$ cat src/hw/lscp_defines.svh
// Functional notes
// - Speed indicator is active at 100 megabit and inactive at 10 megabit.
// - Link indicator is active whenever a link is up at either rate.
// - Activity indicator follows carrier sense of the active medium.
// - Duplex indicator is active in full duplex and inactive in half duplex.
// - Address bits 0-3 come from indicator pins, bit 4 from output one pin.
// - Default operating mode is a 3-bit field from three mode straps.
// - Crossover detection on when its strap is high or floating, off if low.
// - Software may override the crossover strap through register 27 bit 15.
// - Regulator strap sampled at power-on; high turns the core regulator on.
// - All strap levels are captured at reset release and used as defaults.
`ifndef LSCP_DEFINES_SVH
`define LSCP_DEFINES_SVH

`define LSCP_ADDR_WIDTH 5
`define LSCP_DATA_WIDTH 16
`define LSCP_SYNC_STAGES 2

`define LSCP_REG_GPCTRL 5'h1b
`define LSCP_REG_STATUS 5'h10

`define LSCP_XOVR_OVR_BIT 15
`define LSCP_GENERAL_OUTPUT_ONE_BIT 0
`define LSCP_GPCTRL_RESET 16'h0000

`define LSCP_STRAPS_RESET 10'h000

`endif

$ cat src/hw/lscp_pkg.sv
`default_nettype none

package lscp_pkg;

    typedef struct packed {
        logic fullDuplex;
        logic carrierSense;
        logic linkUp;
        logic speed_led;
    } lscp_status_t;

    typedef struct packed {
        logic regulatorStrap;
        logic crossoverStrap;
        logic [2:0] mode;
        logic [4:0] addr;
    } lscp_straps_t;

    typedef enum {
        LSCP_SETTLE,
        LSCP_RUN
    } lscp_phase_t;

endpackage

`default_nettype wire

$ cat src/hw/lscp_config_pins.sv
// The strobed register port and the address map were decided locally.
`timescale 1ns/100ps
`default_nettype none
`include "lscp_defines.svh"

module lscp_config_pins #(
    parameter int SYNC_STAGES = `LSCP_SYNC_STAGES
) (
    input wire logic clock,
    input wire logic external_reset_n,
    // Status from the transceiver core, same clock domain.
    input wire lscp_pkg::lscp_status_t coreStatus,
    // Shared indicator / address pins, bit 0 speed, 1 link, 2 activity,
    // 3 duplex.
    input wire logic [3:0] indicatorIn,
    output logic [3:0] indicatorOut,
    output logic [3:0] indicatorOeN,
    // Shared general output one / address bit 4 pin.
    input wire logic generalOutputOneIn,
    output logic generalOutputOneOut,
    output logic generalOutputOneOeN,
    // Dedicated strap inputs.
    input wire logic [2:0] modeStrapIn,
    input wire logic crossoverEnableStrapIn,
    input wire logic regulatorStrapIn,
    // Register port.
    input wire logic [`LSCP_ADDR_WIDTH-1:0] regAddr,
    input wire logic [`LSCP_DATA_WIDTH-1:0] regWdata,
    input wire logic regWrite,
    input wire logic regRead,
    output logic [`LSCP_DATA_WIDTH-1:0] regRdata,
    // Captured defaults and effective settings for the core.
    output lscp_pkg::lscp_straps_t defaults,
    output logic crossoverEnable,
    output logic regulatorEnable
);

    // The settle counter is three bits wide, which caps the stage count.
    if (SYNC_STAGES < 2 || SYNC_STAGES > 7) begin
        $error("lscp_config_pins supports two to seven sync stages");
    end

    localparam int PIN_COUNT = 10;

    // The capture copies the synchroniser straight into the defaults
    // struct, so both must agree bit for bit.
    if ($bits(lscp_pkg::lscp_straps_t) != PIN_COUNT) begin
        $error("lscp_config_pins strap struct does not match the pins");
    end

    // Both stored control bits must fall inside the register word.
    if (`LSCP_XOVR_OVR_BIT >= `LSCP_DATA_WIDTH
        || `LSCP_GENERAL_OUTPUT_ONE_BIT >= `LSCP_DATA_WIDTH) begin
        $error("lscp_config_pins control bit outside the register word");
    end

    logic [PIN_COUNT-1:0] pinsRaw;
    logic [PIN_COUNT-1:0] pinsSync;

    // Pins stay undriven during the settle phase, so board straps set
    // their level while the synchroniser fills.
    assign pinsRaw = {regulatorStrapIn, crossoverEnableStrapIn,
                      modeStrapIn, generalOutputOneIn, indicatorIn};

    lscp_sync #(
        .WIDTH(PIN_COUNT),
        .STAGES(SYNC_STAGES)
    ) u_sync (
        .clock(clock),
        .external_reset_n(external_reset_n),
        .asyncIn(pinsRaw),
        .syncOut(pinsSync)
    );

    // Capture phase after reset release.
    lscp_pkg::lscp_phase_t phase_reg;
    lscp_pkg::lscp_phase_t phase_next;
    logic [2:0] settleCount_reg;
    logic [2:0] settleCount_next;
    lscp_pkg::lscp_straps_t straps_reg;
    lscp_pkg::lscp_straps_t straps_next;

    always_comb begin
        phase_next = phase_reg;
        settleCount_next = settleCount_reg;
        straps_next = straps_reg;
        case (phase_reg)
            lscp_pkg::LSCP_SETTLE: begin
                if (settleCount_reg == 3'(SYNC_STAGES)) begin
                    // The synchroniser now holds levels seen after release.
                    straps_next.addr = pinsSync[4:0];
                    straps_next.mode = pinsSync[7:5];
                    straps_next.crossoverStrap = pinsSync[8];
                    straps_next.regulatorStrap = pinsSync[9];
                    phase_next = lscp_pkg::LSCP_RUN;
                end else begin
                    settleCount_next = settleCount_reg + 3'h1;
                end
            end
            lscp_pkg::LSCP_RUN: begin
                // Defaults hold unchanged until the next reset.
                phase_next = lscp_pkg::LSCP_RUN;
            end
            default: begin
                phase_next = lscp_pkg::LSCP_SETTLE;
                settleCount_next = 3'h0;
            end
        endcase
    end

    always_ff @(posedge clock or negedge external_reset_n) begin
        if (!external_reset_n) begin
            phase_reg <= lscp_pkg::LSCP_SETTLE;
            settleCount_reg <= 3'h0;
            straps_reg <= `LSCP_STRAPS_RESET;
        end else begin
            phase_reg <= phase_next;
            settleCount_reg <= settleCount_next;
            straps_reg <= straps_next;
        end
    end

    // Register file.
    logic [`LSCP_DATA_WIDTH-1:0] gpctrl_reg;
    logic [`LSCP_DATA_WIDTH-1:0] gpctrl_next;
    logic [`LSCP_DATA_WIDTH-1:0] rdata_reg;
    logic [`LSCP_DATA_WIDTH-1:0] rdata_next;
    logic [`LSCP_DATA_WIDTH-1:0] statusWord;
    logic [`LSCP_DATA_WIDTH-1:0] gpctrlMask;

    // Only the override bit and the output one bit are stored.
    assign gpctrlMask = (`LSCP_DATA_WIDTH'(1) << `LSCP_XOVR_OVR_BIT)
                      | (`LSCP_DATA_WIDTH'(1) << `LSCP_GENERAL_OUTPUT_ONE_BIT);

    always_comb begin
        gpctrl_next = gpctrl_reg;
        if (regWrite && regAddr == `LSCP_REG_GPCTRL) begin
            gpctrl_next = regWdata & gpctrlMask;
        end
    end

    // Read data is zero outside its answer cycle, so nothing stale lingers.
    always_comb begin
        rdata_next = '0;
        if (regRead) begin
            case (regAddr)
                `LSCP_REG_GPCTRL: rdata_next = gpctrl_reg;
                `LSCP_REG_STATUS: rdata_next = statusWord;
                default: rdata_next = '0;
            endcase
        end
    end

    always_ff @(posedge clock or negedge external_reset_n) begin
        if (!external_reset_n) begin
            gpctrl_reg <= `LSCP_GPCTRL_RESET;
            rdata_reg <= '0;
        end else begin
            gpctrl_reg <= gpctrl_next;
            rdata_reg <= rdata_next;
        end
    end

    assign regRdata = rdata_reg;

    // Pin drivers and effective settings.
    logic [3:0] ledOut_reg;
    logic [3:0] ledOut_next;
    logic [3:0] ledOeN_reg;
    logic [3:0] ledOeN_next;
    logic gpoOut_reg;
    logic gpoOut_next;
    logic gpoOeN_reg;
    logic gpoOeN_next;
    logic xovrEn_reg;
    logic xovrEn_next;

    always_comb begin
        ledOut_next = 4'h0;
        ledOeN_next = 4'hf;
        gpoOut_next = 1'b0;
        gpoOeN_next = 1'b1;
        if (phase_reg == lscp_pkg::LSCP_RUN) begin
            ledOut_next[0] = coreStatus.speed_led;
            ledOut_next[1] = coreStatus.linkUp;
            ledOut_next[2] = coreStatus.carrierSense;
            ledOut_next[3] = coreStatus.fullDuplex;
            ledOeN_next = 4'h0;
            gpoOut_next = gpctrl_reg[`LSCP_GENERAL_OUTPUT_ONE_BIT];
            gpoOeN_next = 1'b0;
        end
        // A set override bit turns automatic crossover off.
        // A strap tied low keeps crossover off whatever software writes.
        xovrEn_next = straps_reg.crossoverStrap
                    & ~gpctrl_reg[`LSCP_XOVR_OVR_BIT];
    end

    always_ff @(posedge clock or negedge external_reset_n) begin
        if (!external_reset_n) begin
            ledOut_reg <= 4'h0;
            ledOeN_reg <= 4'hf;
            gpoOut_reg <= 1'b0;
            gpoOeN_reg <= 1'b1;
            xovrEn_reg <= 1'b0;
        end else begin
            ledOut_reg <= ledOut_next;
            ledOeN_reg <= ledOeN_next;
            gpoOut_reg <= gpoOut_next;
            gpoOeN_reg <= gpoOeN_next;
            xovrEn_reg <= xovrEn_next;
        end
    end

    assign statusWord = {1'b0, ledOut_reg, xovrEn_reg,
                         straps_reg.regulatorStrap, straps_reg.crossoverStrap,
                         straps_reg.mode, straps_reg.addr};

    assign indicatorOut = ledOut_reg;
    assign indicatorOeN = ledOeN_reg;
    assign generalOutputOneOut = gpoOut_reg;
    assign generalOutputOneOeN = gpoOeN_reg;
    assign defaults = straps_reg;
    assign crossoverEnable = xovrEn_reg;
    assign regulatorEnable = straps_reg.regulatorStrap;

endmodule

`default_nettype wire

$ cat src/hw/lscp_sync.sv
`timescale 1ns/100ps
`default_nettype none

module lscp_sync #(
    parameter int WIDTH = 1,
    parameter int STAGES = 2
) (
    input wire logic clock,
    input wire logic external_reset_n,
    input wire logic [WIDTH-1:0] asyncIn,
    output logic [WIDTH-1:0] syncOut
);

    if (STAGES < 2 || WIDTH < 1) begin
        $error("lscp_sync needs at least two stages and one bit");
    end

    logic [WIDTH-1:0] stage_reg [STAGES];
    logic [WIDTH-1:0] stage_next [STAGES];

    // Only the next stage looks at each stage but the last, which drives syncOut; nothing taps the first one.
    always_comb begin
        stage_next[0] = asyncIn;
        for (int i = 1; i < STAGES; i++) begin
            stage_next[i] = stage_reg[i-1];
        end
    end

    always_ff @(posedge clock or negedge external_reset_n) begin
        if (!external_reset_n) begin
            for (int i = 0; i < STAGES; i++) begin
                stage_reg[i] <= '0;
            end
        end else begin
            for (int i = 0; i < STAGES; i++) begin
                stage_reg[i] <= stage_next[i];
            end
        end
    end

    assign syncOut = stage_reg[STAGES-1];

endmodule

`default_nettype wire

$ cat config.mk
export PLATFORM = sky130hd
export DESIGN_NAME = lscp_config_pins
export DESIGN_NICKNAME = d
export VERILOG_FILES = /design/src/hw/lscp_pkg.sv /design/src/hw/lscp_config_pins.sv /design/src/hw/lscp_sync.sv
export VERILOG_INCLUDE_DIRS = /design/src /design/src/hw
export SDC_FILE = /design/constraint.sdc
export NUM_CORES = 1
export LEC_CHECK = 0
export BUFFER_PORTS_ARGS = -buffer_cell sky130_fd_sc_hd__buf_2
export CORE_ASPECT_RATIO = 1.5
export CORE_UTILIZATION = 40
export DETAILED_ROUTE_END_ITERATION = 16
export MAX_ROUTING_LAYER = met4
export PLACE_DENSITY = 0.68
export SYNTH_ARGS = -nofsm -noshare
export SYNTH_HDL_FRONTEND = slang
export SYNTH_SLANG_ARGS = --single-unit
export TNS_END_PERCENT = 1
$ cat constraint.sdc
create_clock -name clock -period 4 [get_ports clock]
set_input_delay 0.6 -clock clock [delete_from_list [all_inputs] [get_ports clock]]
set_output_delay 0.6 -clock clock [all_outputs]
set_load 0.01 [all_outputs]
==> flow_summary.toml <==
[worst_setup_path]
cpPeakStageDelay_ns = 0.46
critPathCaptureType = "flip-flop"
path_buf_inv = 1
crit_path_max_fanout = 10
cp_cell_sequence = "inv_1 > ha_1 > and3_1 > mux2_1"
path_class = "flip-flop to flip-flop"
worstPathArrival_ns = 1.82
cpMaxStageDelayCell = "and3_1"
crit_required_ns = 4.20
startpoint_type = "flip-flop"
critPathTopFamily = "simple AND/OR/NAND/NOR gates"

[cts]
cts_sinks = 59
cts_buffer_depth = 2
hold_buffers = 0
cts_setup_buffers = 0
path_clk_slew_ns = 0.06
tritoncts = "built"
htree_levels = 3
clkLatencyLatePin_ns = 0.33
cts_made_buffers = 9
clockRootBuffer = "clkbuf_8"
cts_resized = 0

[global_route]
grt_pass1_wl_um = 5020
first_global_vias = 1196
grt_usage = 0.144
grt_max_degree = 44
grt.overflow.total = 0
antenna_found_initial = 0

[sta]
setup_ws_ns = 2.38
hold_viol = 0
slew_headroom = 0.659
tightest_slew_ns = 0.511
fin_crit_sh = 0.404
slew_viol_final = 0
max_freq_mhz = 618
setup_viol = 0
final.setup.tns_ns = 0
rsz0062_at_grt = "false"
min_period_ns = 1.62
skew_ns = 0.00478

[flow_run]
drv_cap = 0

[power]
total_leakage_power_nw = 1.29
clkPwrFrac = 0.451
p_per_area_nw_per_um2 = 503
internal_power_mw = 1.01
pwr-share-comb = 0.044
switching_power_mw = 0.243
seq_power_share = 0.504
vdd_drop_max_mv = 0.284
swShare = 0.193

[final_layout]
mostFrequentLayoutCells = "buf_2, dfrtp_1, and2_1"
fin_nets = 229
multiInputGateArea_um2 = 394
largest_reg_flops = 16
fillCellCount = 417
drive_above_1_share = 0.427
antennaDiodeCount = 0
mostFrequentLayoutCell = "buf_2"
regArea_um2 = 1480
area_growth_pct = 28.4

[placement]
place_hpwl_um = 2230
dp_slack_ns = 2.23
gp_congestion = 0.677
numPortBuffers = 62

[synthesis]
syn_area_per_cell_um2 = 16.1
synth_cell_types = 23
synth-seq-cells = 59
synth_fp_nets = 162
syn-cell-area_um2 = 1940
yosys_warnings = 0
syn_inst = 121
synth-seq-area-share = 0.760

[floorplan]
fp-row-count = 30
start_util = 0.425
die-area_um2 = 5150
core-area_um2 = 4580
ios = 77
die_h_um = 87.4
dieWidth_um = 58.9

[routing]
ant_nets = 0
drt_first_iter_violations = 17
drt_wl_total_um = 3020
vias = 1107
wl_per_cell_um = 11.8
drcViolationCount = 0
first_pass_iters = 4
vias_per_cell = 4.32

[status]
outcome = "completed"

[worst_hold_path]
hp-class = "input port to asynchronous set/reset pin"
## per-stage QoR
step	utilization	area, µm²	instances	hold WS (ns)	power [mW]
after CTS	0.545	2500	256	0.173	1.27
final	0.545	2500	256	0.169	1.26
after global placement	0.500	2290	241	0.334	0.698
after global routing	0.545	2500	256	0.183	1.31
after floorplan	-	1940	121	0.304	0.662
after detailed placement	0.500	2290	241	0.335	0.702
## power groups by stage
stage / registers (mW) / logic [mW] / clock network, mW
6_report: 0.634 / 0.0557 / 0.567
5_1_grt: 0.637 / 0.0632 / 0.608
4_1_cts: 0.634 / 0.0574 / 0.579
3_5_place_dp: 0.645 / 0.0572 / 0
3_3_place_gp: 0.643 / 0.0552 / 0
2_1_floorplan: 0.648 / 0.0142 / 0
## worst register-to-register path: stages (launching register included)
cell	delay (ns)
dfrtp_1	0.38
inv_1	0.09
ha_1	0.19
and3_1	0.46
mux2_1	0.38
## cells by family (layout without fill, tap and decap cells)
| logic type | after synthesis | after routing | share of synthesized area |
|---|---|---|---|
| multiplexers | 13 | 13 | 0.0746 |
| AO/OA/AOI/OAI | 4 | 4 | 0.0142 |
| XOR/XNOR | 1 | 1 | 0.00451 |
| adder cells (fa/ha/maj) | 2 | 2 | 0.0129 |
| AND/OR/NAND/NOR | 30 | 30 | 0.0965 |
| flip-flops | 59 | 59 | 0.760 |
| buffers and inverters | 12 | 83 | 0.0373 |
## area by class of cell
class | count | share of cell area
flip-flops and latches | 59 | 0.592
clock inverters | 2 | 0.0240
clock buffers | 13 | 0.0596
multi-input cells | 50 | 0.158
well taps | 64 | 0.0321
inverters | 5 | 0.00752
repair buffers | 63 | 0.127
## path summary, 6_finish.rpt
check	start	slack, ns	end	cells after the start
min reg2reg	u_sync.stage_next[0]$_DFF_PN0_	0.35	u_sync.syncOut[0]$_DFF_PN0_	0
max in group asynchronous	external_reset_n	2.98	indicatorOeN[2]$_DFF_PN1_	2
min	external_reset_n	0.17	regRdata[4]$_DFF_PN0_	1
max	settleCount_reg[0]$_DFFE_PN0P_	2.38	defaults[1]$_DFFE_PN0P_	4
min in group clock	u_sync.stage_next[0]$_DFF_PN0_	0.35	u_sync.syncOut[0]$_DFF_PN0_	0
max reg2reg	settleCount_reg[0]$_DFFE_PN0P_	2.38	defaults[1]$_DFFE_PN0P_	4
## synthesized netlist by cell type
cell type  instances  area, µm²
a21oi_1            2       10.0
a22o_1             1       8.76
a31o_2             1       8.76
and2_1            20        125
and3_1             1       6.26
buf_2              1       5.00
buf_4              5       37.5
buf_6              1       11.3
dfrtp_1           58       1450
dfstp_2            1       26.3
ha_1               2       25.0
inv_1              4       15.0
inv_2              1       3.75
mux2_1            10        113
mux2_2             2       22.5
mux2i_1            1       10.0
nand2_1            2       7.51
nand4b_1           1       8.76
nor2_1             3       11.3
nor2_4             1       11.3
nor2b_1            1       6.26
or4_4              1       11.3
xnor2_1            1       8.76
## routing by layer
metal / wire length, µm / GRT usage / vias to the layer above / part of all wire
met1: 1120 / 0.130 / 536 / 0.37
met2: 1610 / 0.239 / 42 / 0.53
met5: 0 / - / - / 0
met3: 203 / 0.0698 / 11 / 0.067
met4: 81 / 0.0844 / 0 / 0.027
li1: - / - / 518 / -
(Power assumes the default switching activity.)
